===== src/logic/fcds_pkg.sv =====
`default_nettype none
package fcds_pkg;
  // Register select codes for address-decoded commands
  localparam logic [3:0] CMD_SET_PTR    = 4'hC;
  localparam logic [3:0] CMD_CLR_PTR    = 4'hC;
  localparam logic [3:0] CMD_MCLR       = 4'hD;
  localparam logic [3:0] CMD_CLR_MODECNT = 4'hE;
  localparam logic [3:0] CMD_CLR_MASK   = 4'hE;
  localparam logic [3:0] SEL_MASK_ALL   = 4'hF;
  localparam logic [3:0] SEL_STATUS     = 4'h8;
  localparam logic [3:0] SEL_MODE       = 4'hB;
  localparam logic [3:0] SEL_REQ        = 4'h9;
  localparam logic [3:0] SEL_CMD        = 4'h8;
  localparam logic [3:0] SEL_MASK_ONE   = 4'hA;
  // Mode register field positions
  localparam int MODE_TYPE_LO  = 0;
  localparam int MODE_AUTO     = 2;
  localparam int MODE_DEC      = 3;
  localparam int MODE_MODE_LO  = 4;
  // Command register bit positions
  localparam int CMDB_M2M      = 0;
  localparam int CMDB_HOLD0    = 1;
  localparam int CMDB_DISABLE  = 2;
  localparam int CMDB_CHAN_REQUEST_LOW = 6;
  localparam int CMDB_CHAN_ACKNOWLEDGE_HI  = 7;
  // Reset values, then transfer type and service mode codes and other constants
  localparam logic [7:0] RST_CMD  = 8'h00;
  localparam logic [3:0] RST_MASK = 4'hF;
  localparam logic [1:0] XFER_VERIFY = 2'h0;
  localparam logic [1:0] XFER_WRITE  = 2'h1;
  localparam logic [1:0] XFER_READ   = 2'h2;
  localparam logic [1:0] SVC_DEMAND  = 2'h0;
  localparam logic [1:0] SVC_SINGLE  = 2'h1;
  localparam logic [1:0] SVC_BLOCK   = 2'h2;
  localparam logic [1:0] SVC_CASCADE = 2'h3;
  localparam logic [15:0] CNT_WRAP   = 16'hFFFF;
  localparam int SYNC_STAGES = 2;
  // Sequencer states, Gray along idle -> hold wait -> S1 -> S2 -> S3 -> WAIT -> S4
  typedef enum logic [3:0] {
    ST_IDLE = 4'h0,
    ST_HOLD = 4'h1,
    ST_S1   = 4'h3,
    ST_S2   = 4'h2,
    ST_S3   = 4'h6,
    ST_WAIT = 4'h7,
    ST_S4   = 4'h5,
    ST_R1   = 4'h4,
    ST_R2   = 4'hC,
    ST_R3   = 4'hD,
    ST_R4   = 4'hF,
    ST_W1   = 4'hE,
    ST_W2   = 4'hA,
    ST_W3   = 4'hB,
    ST_W4   = 4'h9,
    ST_CASC = 4'h8
  } fcds_state_e;
endpackage : fcds_pkg
`default_nettype wire


===== src/logic/fcds_sync.sv =====
`timescale 1ns/1ps
`default_nettype none
module fcds_sync #(
  parameter int WIDTH = 1
) (
  input  wire logic             i_sys_clk,
  input  wire logic             i_rst_b,
  input  wire logic [WIDTH-1:0] i_async,
  output logic      [WIDTH-1:0] o_sync
);
  logic [WIDTH-1:0] meta;
  always_ff @(posedge i_sys_clk or negedge i_rst_b) begin
    if (!i_rst_b) begin
      meta   <= '0;
      o_sync <= '0;
    end else begin
      meta   <= i_async;
      o_sync <= meta;
    end
  end
endmodule // fcds_sync
`default_nettype wire


===== src/logic/fcds_chan.sv =====
`timescale 1ns/1ps
`default_nettype none
// One channel's base and current address / count
module fcds_chan (
  input  wire logic        i_sys_clk,
  input  wire logic        i_rst_b,
  input  wire logic        i_wr_lo,
  input  wire logic        i_wr_hi,
  input  wire logic        i_sel_cnt,
  input  wire logic [7:0]  i_data,
  input  wire logic        i_step,
  input  wire logic        i_hold_addr,
  input  wire logic        i_dec,
  input  wire logic        i_reload,
  output logic      [15:0] o_addr,
  output logic      [15:0] o_count,
  output logic             o_wrap
);
  logic [15:0] base_addr;
  logic [15:0] base_count;
  wire  [15:0] step_addr = i_dec ? o_addr - 16'h0001 : o_addr + 16'h0001;
  wire  [15:0] next_addr = i_hold_addr ? o_addr : step_addr;
  assign o_wrap = (o_count == 16'h0000);
  always_ff @(posedge i_sys_clk or negedge i_rst_b) begin
    if (!i_rst_b) begin
      base_addr  <= 16'h0000;
      base_count <= 16'h0000;
      o_addr     <= 16'h0000;
      o_count    <= 16'h0000;
    end else if (i_wr_lo || i_wr_hi) begin
      if (i_sel_cnt) begin
        base_count <= i_wr_hi ? {i_data, base_count[7:0]}
                              : {base_count[15:8], i_data};
        o_count    <= i_wr_hi ? {i_data, base_count[7:0]}
                              : {base_count[15:8], i_data};
      end else begin
        base_addr <= i_wr_hi ? {i_data, base_addr[7:0]}
                             : {base_addr[15:8], i_data};
        o_addr    <= i_wr_hi ? {i_data, base_addr[7:0]}
                             : {base_addr[15:8], i_data};
      end
    end else if (i_step && i_reload) begin
      o_addr  <= base_addr;
      o_count <= base_count;
    end else if (i_step) begin
      o_addr  <= next_addr;
      o_count <= o_count - 16'h0001;
    end
  end
endmodule // fcds_chan
`default_nettype wire


===== src/logic/fcds_core.sv =====
`timescale 1ns/1ps
`default_nettype none
module fcds_core #(
  parameter int NCH = 4
) (
  input  wire logic           i_sys_clk,
  input  wire logic           i_rst_b,
  input  wire logic [NCH-1:0] i_chan_request,
  input  wire logic           i_bus_hold_grant,
  input  wire logic           i_ready,
  input  wire logic           i_end_of_process_n,
  input  wire logic           i_chip_select_n,
  input  wire logic           i_io_read_strobe_n,
  input  wire logic           i_io_write_strobe_n,
  input  wire logic [3:0]     i_register_select_lines,
  input  wire logic [7:0]     i_data,
  output logic      [7:0]     o_data,
  output logic                o_data_oe,
  output logic      [15:0]    o_addr,
  output logic                o_addr_oe,
  output logic                o_bus_hold_request,
  output logic      [NCH-1:0] o_chan_acknowledge,
  output logic                o_memory_read_strobe_n,
  output logic                o_memory_write_strobe_n,
  output logic                o_io_read_strobe_n,
  output logic                o_io_write_strobe_n,
  output logic                o_ctrl_oe,
  output logic                o_end_of_process_n,
  output logic                o_end_of_process_oe,
  output logic      [7:0]     o_status
);
  logic [NCH-1:0]  req_s;
  logic            grant;
  logic            rdy;
  logic            eop_in;
  logic            cs_n;
  logic            rd_n;
  logic            wr_n;
  logic            wr_d;
  logic            rd_d;
  logic [3:0]      sel;
  logic [7:0]      din;
  fcds_pkg::fcds_state_e state;
  fcds_pkg::fcds_state_e next_state;
  logic [7:0]      cmd;
  logic [5:0]      mode [NCH];
  logic [NCH-1:0]  mask;
  logic [NCH-1:0]  sw_req;
  logic [NCH-1:0]  tc_flag;
  logic            byte_ptr;
  logic [1:0]      chan;
  logic            eop_pend;
  logic [7:0]      temp;
  logic [15:0]     ch_addr [NCH];
  logic [15:0]     ch_count [NCH];
  logic [NCH-1:0]  ch_wrap;
  logic [NCH-1:0]  ch_step;
  logic [NCH-1:0]  ch_reload;

  fcds_sync #(.WIDTH(NCH + 18)) u_sync (
    .i_sys_clk (i_sys_clk),
    .i_rst_b   (i_rst_b),
    .i_async   ({i_chan_request, i_bus_hold_grant, i_ready,
                 i_end_of_process_n, i_chip_select_n, i_io_read_strobe_n,
                 i_io_write_strobe_n, i_register_select_lines, i_data}),
    .o_sync    ({req_s, grant, rdy, eop_in, cs_n, rd_n, wr_n, sel, din})
  );

  // Program condition and strobe edges
  wire prog    = !cs_n && !grant;
  wire wr_rise = prog && wr_n && !wr_d;
  wire rd_fall = prog && !rd_n && rd_d;
  wire cmd_sel = sel[3];
  wire wr_cmd  = wr_rise && cmd_sel && (sel[2:0] == 3'h0);
  wire wr_req  = wr_rise && cmd_sel && (sel[2:0] == 3'h1);
  wire wr_msk1 = wr_rise && cmd_sel && (sel[2:0] == 3'h2);
  wire wr_mode = wr_rise && cmd_sel && (sel[2:0] == 3'h3);
  wire clr_ptr = wr_rise && cmd_sel && (sel[2:0] == 3'h4);
  wire set_ptr = rd_fall && cmd_sel && (sel[2:0] == 3'h4);
  wire mclr    = wr_rise && cmd_sel && (sel[2:0] == 3'h5);
  wire clr_msk = wr_rise && cmd_sel && (sel[2:0] == 3'h6);
  wire wr_mall = wr_rise && cmd_sel && (sel[2:0] == 3'h7);
  wire rd_stat = rd_fall && cmd_sel && (sel[2:0] == 3'h0);
  wire wr_chan = wr_rise && !cmd_sel;
  wire [1:0] wsel_ch = sel[2:1];

  // Request detection
  wire [NCH-1:0] req_act = cmd[fcds_pkg::CMDB_CHAN_REQUEST_LOW] ? ~req_s : req_s;
  wire [NCH-1:0] pending = (req_act & ~mask) | sw_req;
  wire [1:0]     pick    = pending[0] ? 2'd0 : pending[1] ? 2'd1 :
                           pending[2] ? 2'd2 : 2'd3;
  wire           any_req = |pending && !cmd[fcds_pkg::CMDB_DISABLE];
  wire [5:0]     cm      = mode[chan];
  wire [1:0]     svc     = cm[fcds_pkg::MODE_MODE_LO+1:fcds_pkg::MODE_MODE_LO];
  wire [1:0]     xtype   = cm[fcds_pkg::MODE_TYPE_LO+1:fcds_pkg::MODE_TYPE_LO];
  wire           m2m     = cmd[fcds_pkg::CMDB_M2M] && chan == 2'd0;
  wire           ext_eop = !eop_in && svc != fcds_pkg::SVC_CASCADE;
  wire           last    = (state == fcds_pkg::ST_S4 || state == fcds_pkg::ST_W4);
  wire [1:0]     xfer_ch = m2m ? 2'd1 : chan;
  wire           cnt_end = ch_wrap[xfer_ch];
  wire           stop    = cnt_end || ext_eop || eop_pend;
  wire           still   = pending[chan];
  wire           keep_on = !stop && (svc == fcds_pkg::SVC_BLOCK ||
                           (svc == fcds_pkg::SVC_DEMAND && still));

  // Sequencer
  always_comb begin
    next_state = state;
    case (state)
      fcds_pkg::ST_IDLE: if (any_req && !grant)
                           next_state = fcds_pkg::ST_HOLD;
      fcds_pkg::ST_HOLD: if (grant) begin
        if (svc == fcds_pkg::SVC_CASCADE) next_state = fcds_pkg::ST_CASC;
        else if (m2m) next_state = fcds_pkg::ST_R1;
        else next_state = fcds_pkg::ST_S1;
      end
      fcds_pkg::ST_S1:   next_state = fcds_pkg::ST_S2;
      fcds_pkg::ST_S2:   next_state = fcds_pkg::ST_S3;
      fcds_pkg::ST_S3:   next_state = rdy || xtype == fcds_pkg::XFER_VERIFY ?
                                      fcds_pkg::ST_S4 : fcds_pkg::ST_WAIT;
      fcds_pkg::ST_WAIT: if (rdy) next_state = fcds_pkg::ST_S4;
      fcds_pkg::ST_S4:   next_state = keep_on ? fcds_pkg::ST_S2
                                              : fcds_pkg::ST_IDLE;
      fcds_pkg::ST_R1:   next_state = fcds_pkg::ST_R2;
      fcds_pkg::ST_R2:   next_state = fcds_pkg::ST_R3;
      fcds_pkg::ST_R3:   if (rdy) next_state = fcds_pkg::ST_R4;
      fcds_pkg::ST_R4:   next_state = fcds_pkg::ST_W1;
      fcds_pkg::ST_W1:   next_state = fcds_pkg::ST_W2;
      fcds_pkg::ST_W2:   next_state = fcds_pkg::ST_W3;
      fcds_pkg::ST_W3:   if (rdy) next_state = fcds_pkg::ST_W4;
      fcds_pkg::ST_W4:   next_state = stop ? fcds_pkg::ST_IDLE
                                           : fcds_pkg::ST_R1;
      fcds_pkg::ST_CASC: if (!grant || !pending[chan])
                           next_state = fcds_pkg::ST_IDLE;
      default:           next_state = fcds_pkg::ST_IDLE;
    endcase
  end

  // Channel counters
  wire step_io  = state == fcds_pkg::ST_S4;
  wire auto_ch  = mode[xfer_ch][fcds_pkg::MODE_AUTO];
  always_comb begin
    ch_step   = '0;
    ch_reload = '0;
    if (step_io) begin
      ch_step[chan]   = 1'b1;
      ch_reload[chan] = (ch_wrap[chan] || ext_eop || eop_pend) && auto_ch;
    end
    if (state == fcds_pkg::ST_R4) begin
      ch_step[0]   = 1'b1;
      ch_reload[0] = ch_wrap[0] && mode[0][fcds_pkg::MODE_AUTO];
    end
    if (state == fcds_pkg::ST_W4) begin
      ch_step[1]   = 1'b1;
      ch_reload[1] = (ch_wrap[1] || ext_eop || eop_pend) &&
                     mode[1][fcds_pkg::MODE_AUTO];
    end
  end
  for (genvar g = 0; g < NCH; g++) begin : g_ch
    fcds_chan u_chan (
      .i_sys_clk   (i_sys_clk),
      .i_rst_b     (i_rst_b),
      .i_wr_lo     (wr_chan && wsel_ch == g && !byte_ptr),
      .i_wr_hi     (wr_chan && wsel_ch == g && byte_ptr),
      .i_sel_cnt   (sel[0]),
      .i_data      (din),
      .i_step      (ch_step[g]),
      .i_hold_addr (g == 0 && cmd[fcds_pkg::CMDB_M2M] &&
                    cmd[fcds_pkg::CMDB_HOLD0]),
      .i_dec       (mode[g][fcds_pkg::MODE_DEC]),
      .i_reload    (ch_reload[g]),
      .o_addr      (ch_addr[g]),
      .o_count     (ch_count[g]),
      .o_wrap      (ch_wrap[g])
    );
  end

  // Control registers
  wire ends_svc = last && stop;
  always_ff @(posedge i_sys_clk or negedge i_rst_b) begin
    if (!i_rst_b) begin
      state    <= fcds_pkg::ST_IDLE;
      cmd      <= fcds_pkg::RST_CMD;
      mask     <= fcds_pkg::RST_MASK;
      sw_req   <= '0;
      tc_flag  <= '0;
      byte_ptr <= 1'b0;
      chan     <= 2'd0;
      eop_pend <= 1'b0;
      wr_d     <= 1'b1;
      rd_d     <= 1'b1;
      temp     <= 8'h00;
      for (int i = 0; i < NCH; i++) mode[i] <= 6'h00;
    end else if (mclr) begin
      state    <= fcds_pkg::ST_IDLE;
      cmd      <= fcds_pkg::RST_CMD;
      mask     <= fcds_pkg::RST_MASK;
      sw_req   <= '0;
      tc_flag  <= '0;
      byte_ptr <= 1'b0;
      eop_pend <= 1'b0;
      wr_d     <= wr_n;
      rd_d     <= rd_n;
    end else begin
      state <= next_state;
      wr_d  <= wr_n;
      rd_d  <= rd_n;
      if (state == fcds_pkg::ST_IDLE) chan <= pick;
      if (state == fcds_pkg::ST_R3 && rdy) temp <= din;
      if (ext_eop && state != fcds_pkg::ST_IDLE) eop_pend <= 1'b1;
      if (next_state == fcds_pkg::ST_IDLE) eop_pend <= 1'b0;
      if (wr_cmd) cmd <= din;
      if (wr_mode) mode[din[1:0]] <= din[7:2];
      if (wr_req) sw_req[din[1:0]] <= din[2];
      if (wr_msk1) mask[din[1:0]] <= din[2];
      if (wr_mall) mask <= din[3:0];
      if (clr_msk) mask <= '0;
      if (wr_chan) byte_ptr <= !byte_ptr;
      if (set_ptr) byte_ptr <= 1'b1;
      if (clr_ptr) byte_ptr <= 1'b0;
      if (rd_stat) tc_flag <= '0;
      if (ends_svc && cnt_end) begin
        tc_flag[xfer_ch] <= 1'b1;
        if (!auto_ch) mask[xfer_ch] <= 1'b1;
      end
      if (ends_svc) sw_req[xfer_ch] <= 1'b0;
    end
  end

  // Output flops
  wire active   = state != fcds_pkg::ST_IDLE && state != fcds_pkg::ST_HOLD &&
                  state != fcds_pkg::ST_CASC;
  wire io_phase = state == fcds_pkg::ST_S2 || state == fcds_pkg::ST_S3 ||
                  state == fcds_pkg::ST_WAIT || state == fcds_pkg::ST_S4;
  wire rd_ph    = state == fcds_pkg::ST_R2 || state == fcds_pkg::ST_R3;
  wire wr_ph    = state == fcds_pkg::ST_W3 || state == fcds_pkg::ST_W4;
  wire ack_on   = io_phase || state == fcds_pkg::ST_S1 ||
                  state == fcds_pkg::ST_CASC;
  wire ack_hi   = cmd[fcds_pkg::CMDB_CHAN_ACKNOWLEDGE_HI];
  wire strb_ph  = state == fcds_pkg::ST_S3 || state == fcds_pkg::ST_WAIT ||
                  state == fcds_pkg::ST_S4;
  wire mem_rd   = (strb_ph && xtype == fcds_pkg::XFER_READ) || rd_ph;
  wire mem_wr   = (strb_ph && xtype == fcds_pkg::XFER_WRITE) || wr_ph;
  always_ff @(posedge i_sys_clk or negedge i_rst_b) begin
    if (!i_rst_b) begin
      o_bus_hold_request      <= 1'b0;
      o_chan_acknowledge      <= '1;
      o_addr                  <= 16'h0000;
      o_addr_oe               <= 1'b0;
      o_ctrl_oe               <= 1'b0;
      o_data                  <= 8'h00;
      o_data_oe               <= 1'b0;
      o_memory_read_strobe_n  <= 1'b1;
      o_memory_write_strobe_n <= 1'b1;
      o_io_read_strobe_n      <= 1'b1;
      o_io_write_strobe_n     <= 1'b1;
      o_end_of_process_n      <= 1'b1;
      o_end_of_process_oe     <= 1'b0;
      o_status                <= 8'h00;
    end else begin
      o_bus_hold_request <= state != fcds_pkg::ST_IDLE;
      for (int i = 0; i < NCH; i++)
        o_chan_acknowledge[i] <= (ack_on && !m2m && chan == i) ? ack_hi : !ack_hi;
      o_addr    <= (rd_ph || state == fcds_pkg::ST_R1) ? ch_addr[0] :
                   (m2m ? ch_addr[1] : ch_addr[chan]);
      o_addr_oe <= active;
      o_ctrl_oe <= active;
      o_data    <= temp;
      o_data_oe <= wr_ph;
      o_memory_read_strobe_n  <= !mem_rd;
      o_memory_write_strobe_n <= !mem_wr;
      o_io_read_strobe_n  <= !(strb_ph && xtype == fcds_pkg::XFER_WRITE);
      o_io_write_strobe_n <= !(strb_ph && xtype == fcds_pkg::XFER_READ);
      o_end_of_process_n  <= !(ends_svc && cnt_end);
      o_end_of_process_oe <= ends_svc && cnt_end;
      o_status <= {pending, tc_flag};
    end
  end
endmodule // fcds_core
`default_nettype wire


===== config.mk =====
export PLATFORM = sky130hd
export DESIGN_NAME = fcds_core
export DESIGN_NICKNAME = d
export VERILOG_FILES = /design/src/logic/fcds_pkg.sv /design/src/logic/fcds_sync.sv /design/src/logic/fcds_chan.sv /design/src/logic/fcds_core.sv
export SDC_FILE = /design/constraint.sdc
export NUM_CORES = 1
export LEC_CHECK = 0
export ABC_AREA = 1
export ABC_CLOCK_PERIOD_IN_PS = 3300
export BUFFER_PORTS_ARGS = -buffer_cell sky130_fd_sc_hd__buf_2
export CAP_MARGIN = 0
export CORE_ASPECT_RATIO = 0.5
export CORE_MARGIN = 1.5
export CORE_UTILIZATION = 50
export CTS_BUF_LIST = sky130_fd_sc_hd__clkbuf_8
export DETAILED_ROUTE_END_ITERATION = 6
export PLACE_DENSITY_LB_ADDON = 0.25
export SYNTH_ARGS = -nofsm -noshare
export SYNTH_HDL_FRONTEND = slang
export SYNTH_SLANG_ARGS = --single-unit

===== constraint.sdc =====
create_clock -name i_sys_clk -period 3.3 [get_ports i_sys_clk]
set_clock_uncertainty 0.2 [all_clocks]
set_input_delay 0.825 -clock i_sys_clk [delete_from_list [all_inputs] [get_ports i_sys_clk]]
set_output_delay 0.825 -clock i_sys_clk [all_outputs]
set_load 0.1 [all_outputs]

==> results of run 1 <==
-- worst max path at each step --
stage | start | depth (start not counted) | end | slack [ns]
global route | g_ch[1].u_chan.o_count[0]$_DFFE_PN0P_ | 14 | g_ch[0].u_chan.o_addr[3]$_DFFE_PN0P_ | 0.006
global placement | g_ch[1].u_chan.o_count[0]$_DFFE_PN0P_ | 14 | g_ch[1].u_chan.o_count[1]$_DFFE_PN0P_ | 0.22
finish | g_ch[1].u_chan.o_count[0]$_DFFE_PN0P_ | 14 | g_ch[1].u_chan.o_count[1]$_DFFE_PN0P_ | 0.21
floorplan | mode[9]$_DFFE_PN0P_ | 10 | g_ch[2].u_chan.o_addr[12]$_DFFE_PN0P_ | 0.84
detailed placement | g_ch[1].u_chan.o_count[0]$_DFFE_PN0P_ | 14 | g_ch[3].u_chan.o_count[12]$_DFFE_PN0P_ | 0.15
CTS | g_ch[1].u_chan.o_count[0]$_DFFE_PN0P_ | 15 | g_ch[1].u_chan.o_addr[12]$_DFFE_PN0P_ | 0.12
-- layer usage --
metal,routed length [µm],global-route usage (%)
met4,1877,8.144
met5,0,0
met1,32820,41.47
met3,7153,9.065
met2,30540,43.62
-- registers in the layout, summed over array words and instances, names as in the netlist, 2 cells and up --
signal / count
tc_flag: 4
mask: 4
sw_req: 4
o_data: 8
o_chan_acknowledge: 4
o_addr: 16
g_ch.u_chan.o_count: 64
g_ch.u_chan.base_count: 64
mode: 24
u_sync.meta: 22
u_sync.o_sync: 22
chan: 2
g_ch.u_chan.o_addr: 64
g_ch.u_chan.base_addr: 64
temp: 8
state: 4
cmd: 5
o_status: 8
-- layout make-up --
| type | count | area, µm² | share of cell area [%] |
|---|---|---|---|
| Multi-Input combinational cell | 2410 | 11940 | 44.70 |
| Clock inverter | 32 | 280.3 | 1.050 |
| Tap cell | 638 | 798.3 | 2.990 |
| Inverter | 376 | 1424 | 5.333 |
| Timing Repair Buffer | 141 | 1018 | 3.814 |
| Clock buffer | 81 | 1115 | 4.175 |
| Sequential cell | 404 | 10130 | 37.93 |
-- kinds of logic (layout without fill, tap and decap cells) --
| group | count (synthesis) | after routing |
|---|---|---|
| simple gates | 1705 | 1706 |
| flops | 404 | 404 |
| compound gates | 529 | 529 |
| buf+inv | 508 | 630 |
| fa+ha+maj | 65 | 65 |
| xor+xnor | 110 | 110 |
-- timing repair --
action                     in CTS  in global routing
setup endpoints to repair       0                 93
setup buffers                   0                  2
hold endpoints to repair       37                  0
hold buffers                    1                  0
gates resized for setup         0                  8
-- cells in the final DEF, fill, tap and decap left out, types with 60 or more instances in the layout --
cell      Yosys  layout
a21oi_1      90      90
buf_2        45      68
buf_4        18      60
clkbuf_8      0      81
dfrtp_1     389     389
ha_1         61      61
inv_1       339     351
nand2_1    1089    1089
nand3_1     295     295
nor2_1      208     207
o21ai_0     270     270
xor2_1       68      68
-- critical path, delay by kind of cell (launching register included) --
family,cells,cell delay [ns]
AND/OR/NAND/NOR,10,1.59
buffers and inverters,2,0.37
adder cells (fa/ha/maj),1,0.20
flip-flops,1,0.38
AO/OA/AOI/OAI,1,0.22
-- report_power, final --
group / internal, mW / total, mW / switching (mW) / leakage, nW
combinational: 2.40 / 7.85 / 5.45 / 8.01
clock: 2.53 / 4.71 / 2.18 / 0.773
sequential: 5.95 / 6.84 / 0.890 / 5.34
total: 10.9 / 19.4 / 8.52 / 14.1
-- metrics by stage --
stage	hold WS [ns]	power (mW)	worst slack, ns	instances
6_report	0.04244	19.39	0.2077	4082
5_1_grt	0.01314	20.63	0.005796	4082
4_1_cts	0.005052	19.35	0.1210	4079
3_5_place_dp	0.1356	14.62	0.1531	3965
3_3_place_gp	0.1317	14.54	0.2184	3965
2_1_floorplan	0.1312	12.63	0.8412	3321
==> run_results.csv, run 1 <==
group,metric,value,unit
final_layout,fin_area,26700,µm²
global_route,globalRouteOverflowTotal,0,
min_path,min_path_cells,1,
worst_setup_path,crit_path_start_kind,"register",
yosys,yosysTopAreaCell,"dfrtp_1",
route,ant_nets,0,
min_path,hp-class,"in -> reg",
yosys,synth_edf_count,0,
die,start_util,51.04,%
worst_setup_path,regToRegSetupSlack,0.21,ns
yosys,yosysMostFrequentCell,"nand2_1",
die,die_h,158.3,µm
route,vias,22490,
yosys,synth_seq_area_share,42.02,%
worst_setup_path,critPathKind,"reg -> reg",
sta,rsz0062_at_grt,"no",
yosys,synth_compound_area_share,11.97,%
yosys,synth_area_leaders,"dfrtp_1 (40%), nand2_1 (17%), nand3_1 (6.1%)",
final_layout,nNetsFinal,3482,
sta,setup_viol,0,
yosys,muxShareOfSynthArea,0,%
sta,final_hold_viol_count,0,
global_route,grt_pass1_wl,114700,µm
clocking,clockBufferDepth,3,
clocking,cts_made_buffers,60,
yosys,syn_inst,3321,
clocking,clockRootBuffer,"clkbuf_8",
worst_setup_path,crit_required,3.64,ns
route,drc,0,
final_layout,areaGrowthSynthToFinish,10.77,%
clocking,htreeDepth,2,
sta,slew_viol_final,0,
die,core,47230,µm²
worst_setup_path,crit_chain,"inv_1 -> ha_1 -> nand2_1 -> nor2_4 -> nand2_2 -> nor2_4 -> nand4_1 -> nand3_2 -> nand3_4 -> nand2_4 -> buf_4 -> nor2_1 -> o21ai_0 -> nand2_1",
route,firstDrtPassIters,6,
pwr,irDropWorstVdd,0.7717,mV
die,ioPinCount,70,
pwr,power_density,726.4,nW/µm²
route,wire_per_inst,17.73,µm
yosys,synthAdderAreaFrac,3.498,%
final_layout,drive_gt1_share,9.814,%
min_path,worst_hold_startpoint,"i_register_select_lines[3]",
worst_setup_path,end_kind,"register",
yosys,syn_area,24110,µm²
yosys,yosys.area_share.simple,29.91,%
job,cap_violations,0,
placement,routabilityCongestion,0.9534,
sta,period_needed,3.092,ns
global_route,antenna_found_initial,0,
die,rows,56,
final_layout,antennaDiodeCount,0,
worst_setup_path,critPathMaxStageDelay,0.38,ns
sta,tns,0,ns
yosys,synthArstFlopShare,100.0,%
clocking,cts_tree,"built",
yosys,syn_area_per_cell,7.259,µm²
placement,dp_hpwl,52130,µm
yosys,synth_top_area_share,40.38,%
worst_setup_path,slowest_stage,"dfrtp_1",
yosys,synth_top_family_by_area,"simple AND/OR/NAND/NOR gates",
route,first_iter_violations,2461,
die,die-width,313.5,µm
global_route,grt_pass1_vias,20960,
final_layout,nFillCells,4505,
worst_setup_path,cp.arrival,3.43,ns
sta,relSlewSlack,42.09,%
die,dieArea,49620,µm²
yosys,synthesis.nets,3410,
clocking,clkTransAtPathRegs,0.07,ns
yosys,synth_seq_cells,404,
min_path,hold_end,"u_sync.meta[11]$_DFF_PN0_",
global_route,track_usage,29.39,%
yosys,ys.flop_type,"dfrtp_1",
worst_setup_path,r2r_start,"g_ch[1].u_chan.o_count[0]$_DFFE_PN0P_",
worst_setup_path,reg2reg_depth,14,
status,status,"finished clean",
clocking,clock_latency,0.69,ns
yosys,synth_cell_types,51,
pwr,p_leak,14.12,nW
yosys,synthXorXnorAreaFrac,3.997,%
sta,period_share,93.71,%
clocking,cts.sinks,404,
sta,max_freq,323.4,MHz
yosys,yosysWarnings,0,
global_route,grt_max_degree,60,
worst_setup_path,cp_max_fo,13,
yosys,synthTopCellsByCount,"nand2_1 (1089), dfrtp_1 (389), inv_1 (339)",
final_layout,fin_util,56.54,%
worst_setup_path,r2r-end,"g_ch[1].u_chan.o_count[1]$_DFFE_PN0P_",
placement,placed_cell_area,25240,µm²
route,routed_via_density,5.510,
placement,port_buffers,69,
route,routed_wirelength,72390,µm
sta,worstMarginPinSlew,0.8687,ns
(Power assumes the default switching activity.)
==> run 2, diff against run 1 <==
- CTS_CLUSTER_DIAMETER: not set -> 60
- SYNTH_HIERARCHICAL: not set -> 1
==> run 2 against run 1 <==
  * Worst hold slack better by 0.020 ns
  * Sequential cell count stayed put
  * Critical path depth is 1 higher
  * Maximum frequency is 2.3% lower
  * Register-to-register slack worse by 0.07 ns
==> run_results.csv, run 2 <==
group,metric,value,unit
min_path,min_path_cells,1,
worst_setup_path,cp_max_fo,41,
route,routed_wirelength,72910,µm
yosys,synth_seq_area_share,41.43,%
min_path,hp-class,"in -> reg",
global_route,globalRouteOverflowTotal,0,
clocking,clock_latency,0.67,ns
die,die_h,159.4,µm
die,die-width,315.7,µm
placement,port_buffers,69,
pwr,power,19.32,mW
yosys,muxShareOfSynthArea,0,%
sta,slew_viol_final,0,
yosys,syn_area,24450,µm²
yosys,synth_cell_types,56,
worst_setup_path,reg2reg_depth,15,
sta,period_needed,3.167,ns
yosys,synth_seq_cells,404,
clocking,cts_made_buffers,60,
route,vias,23240,
die,start_util,50.48,%
global_route,grt_pass1_vias,21490,
final_layout,nNetsFinal,3622,
sta,period_share,95.96,%
route,first_iter_violations,2755,
job,cap_violations,0,
yosys,yosysTopAreaCell,"dfrtp_1",
clocking,htreeDepth,2,
sta,whs,0.06234,ns
final_layout,final_cell_mix,"nand2_1 (986), inv_1 (416), dfrtp_1 (388)",
yosys,synth_top_area_share,39.82,%
sta,max_freq,315.8,MHz
sta,worstMarginPinSlew,1.061,ns
final_layout,drive_gt1_share,10.13,%
route,drc,0,
route,ant_nets,0,
placement,dp_hpwl,52770,µm
worst_setup_path,r2r_start,"g_ch[2].u_chan/o_count[7]$_DFFE_PN0P_",
placement,routabilityCongestion,0.9457,
worst_setup_path,critPathKind,"reg -> reg",
route,firstDrtPassIters,6,
yosys,yosysWarnings,6,
yosys,yosysMostFrequentCell,"nand2_1",
yosys,synthAdderAreaFrac,3.603,%
die,ioPinCount,70,
global_route,grt_pass1_wl,115200,µm
yosys,yosys.area_share.simple,27.95,%
worst_setup_path,crit_path_start_kind,"register",
worst_setup_path,regToRegSetupSlack,0.13,ns
placement,detailedPlace.worstSlack,-0.3275,ns
die,rows,57,
min_path,worst_hold_startpoint,"i_io_write_strobe_n",
worst_setup_path,end_kind,"register",
yosys,synthXorXnorAreaFrac,1.612,%
final_layout,areaGrowthSynthToFinish,10.53,%
pwr,power_density,715.0,nW/µm²
yosys,synth_area_leaders,"dfrtp_1 (40%), nand2_1 (15%), o21ai_0 (6.2%)",
sta,setup_viol,0,
sta,relSlewSlack,29.29,%
route,routed_via_density,5.504,
yosys,synth_top_family_by_area,"simple AND/OR/NAND/NOR gates",
final_layout,fin_area,27020,µm²
final_layout,final_common_cell,"nand2_1",
sta,final_hold_viol_count,0,
clocking,clkTransAtPathRegs,0.07,ns
sta,setup_ws,0.1333,ns
final_layout,fin_cells,4222,
global_route,track_usage,28.66,%
global_route,grt_max_degree,69,
clocking,clockBufferDepth,3,
placement,placed_cell_area,25680,µm²
yosys,synth_compound_area_share,16.22,%
sta,rsz0062_at_grt,"yes",
clocking,cts_tree,"built",
yosys,synthTopCellsByCount,"nand2_1 (988), inv_1 (397), dfrtp_1 (389)",
worst_setup_path,cp.arrival,3.48,ns
min_path,hold_end,"u_sync/meta[12]$_DFF_PN0_",
worst_setup_path,crit_required,3.61,ns
pwr,irDropWorstVdd,0.6416,mV
worst_setup_path,r2r-end,"g_ch[3].u_chan/o_count[0]$_DFFE_PN0P_",
clocking,cts.sinks,404,
die,core,48430,µm²
yosys,synthArstFlopShare,100.0,%
yosys,synth_edf_count,0,
status,status,"finished clean",
route,wire_per_inst,17.27,µm
yosys,ys.flop_type,"dfrtp_1",
global_route,antenna_found_initial,1,
pwr,p_leak,14.47,nW
die,dieArea,50310,µm²
clocking,clockRootBuffer,"clkbuf_8",
placement,post-place-cells,4113,
yosys,syn_inst,3447,
yosys,syn_area_per_cell,7.092,µm²
run 2: changes by cell type in the layout (fill, tap and decap cells not counted), moves of 18 or more:
cell / previous run / this run
o22ai_1: 29 / 5
xor2_1: 68 / 28
o211ai_1: 10 / 30
o21ai_0: 270 / 302
xnor2_1: 42 / 17
nor2_1: 207 / 335
nand2_1: 1089 / 986
nand3_1: 295 / 190
inv_1: 351 / 416
a21oi_1: 90 / 243
a22oi_1: 20 / 38
a21boi_1: 0 / 18
run 2: area by class of cell:
type / instances / area, µm²
timing repair inverter: 1 / 5.005
inverter: 433 / 1634
fill: 4627 / 21400
sequential: 404 / 10130
clock inverter: 34 / 229.0
timing repair buffer: 147 / 1055
antenna: 1 / 2.502
multi-input combinational: 2483 / 12190
clock buffer: 70 / 963.4
tap: 649 / 812.0
run 2: how the worst max path moves through the flow:
stage | from | endpoint | slack [ns]
floorplan | g_ch[0].u_chan/o_count[4]$_DFFE_PN0P_ | g_ch[2].u_chan/o_count[8]$_DFFE_PN0P_ | 0.62
global placement | g_ch[2].u_chan/o_count[0]$_DFFE_PN0P_ | g_ch[2].u_chan/o_count[12]$_DFFE_PN0P_ | -0.23
detailed placement | g_ch[2].u_chan/o_count[12]$_DFFE_PN0P_ | g_ch[2].u_chan/o_count[0]$_DFFE_PN0P_ | -0.33
CTS | g_ch[2].u_chan/o_count[0]$_DFFE_PN0P_ | g_ch[2].u_chan/o_count[0]$_DFFE_PN0P_ | 0.006
global route | g_ch[2].u_chan/o_count[0]$_DFFE_PN0P_ | g_ch[0].u_chan/o_count[8]$_DFFE_PN0P_ | -0.03
finish | g_ch[2].u_chan/o_count[7]$_DFFE_PN0P_ | g_ch[3].u_chan/o_count[0]$_DFFE_PN0P_ | 0.13
run 2: report_power, final:
group / switching (mW) / leakage, nW / internal, mW
sequential: 1.14 / 5.19 / 6.07
combinational: 5.51 / 8.58 / 2.39
clock: 2.05 / 0.698 / 2.15
total: 8.71 / 14.5 / 10.6
run 2: cell families after synthesis:
group	Yosys count
compound gates	721
xor+xnor	45
fa+ha+maj	68
buf+inv	562
flops	404
other cells	1
simple gates	1646
run 2: metrics by stage:
stage,utilization (%),setup TNS (ns)
2_1_floorplan,-,0
3_3_place_gp,53.03,-3.979
3_5_place_dp,53.03,-11.10
4_1_cts,55.56,0
5_1_grt,55.80,-0.03014
6_report,55.80,0
run 2: routing by layer:
metal,share of wire (%),track usage [%],routed length [µm],vias up
met1,47,43.60,34310,10970
li1,-,-,-,11280
met2,42,40.94,30450,872
met5,0,0,0,-
met4,2.2,7.242,1586,0
met3,9.0,6.434,6567,118
run 2: what timing repair did:
| item | 4_1_cts | 5_1_grt |
|---|---|---|
| endpoints found under the hold margin | 51 | 0 |
| setup buffers | 0 | 2 |
| setup endpoints to repair | 123 | 75 |
| gates resized for setup | 4 | 28 |
| pin swaps | 0 | 1 |
| cloned | 0 | 1 |
| hold buffers | 1 | 0 |
run 2: worst max-delay path, stage by stage (launching register included):
cell and delay (ns):
dfrtp_1 0.43, nor2_2 0.18, nand3_2 0.13, nor4_4 0.36
buf_4 0.17, nand2_1 0.04, nand2_1 0.10, a221o_1 0.16
o21bai_4 0.11, nor3_1 0.22, nand2_1 0.15, buf_6 0.25
o21ai_0 0.18, a21oi_1 0.05, o21ai_0 0.16, o21ai_0 0.11
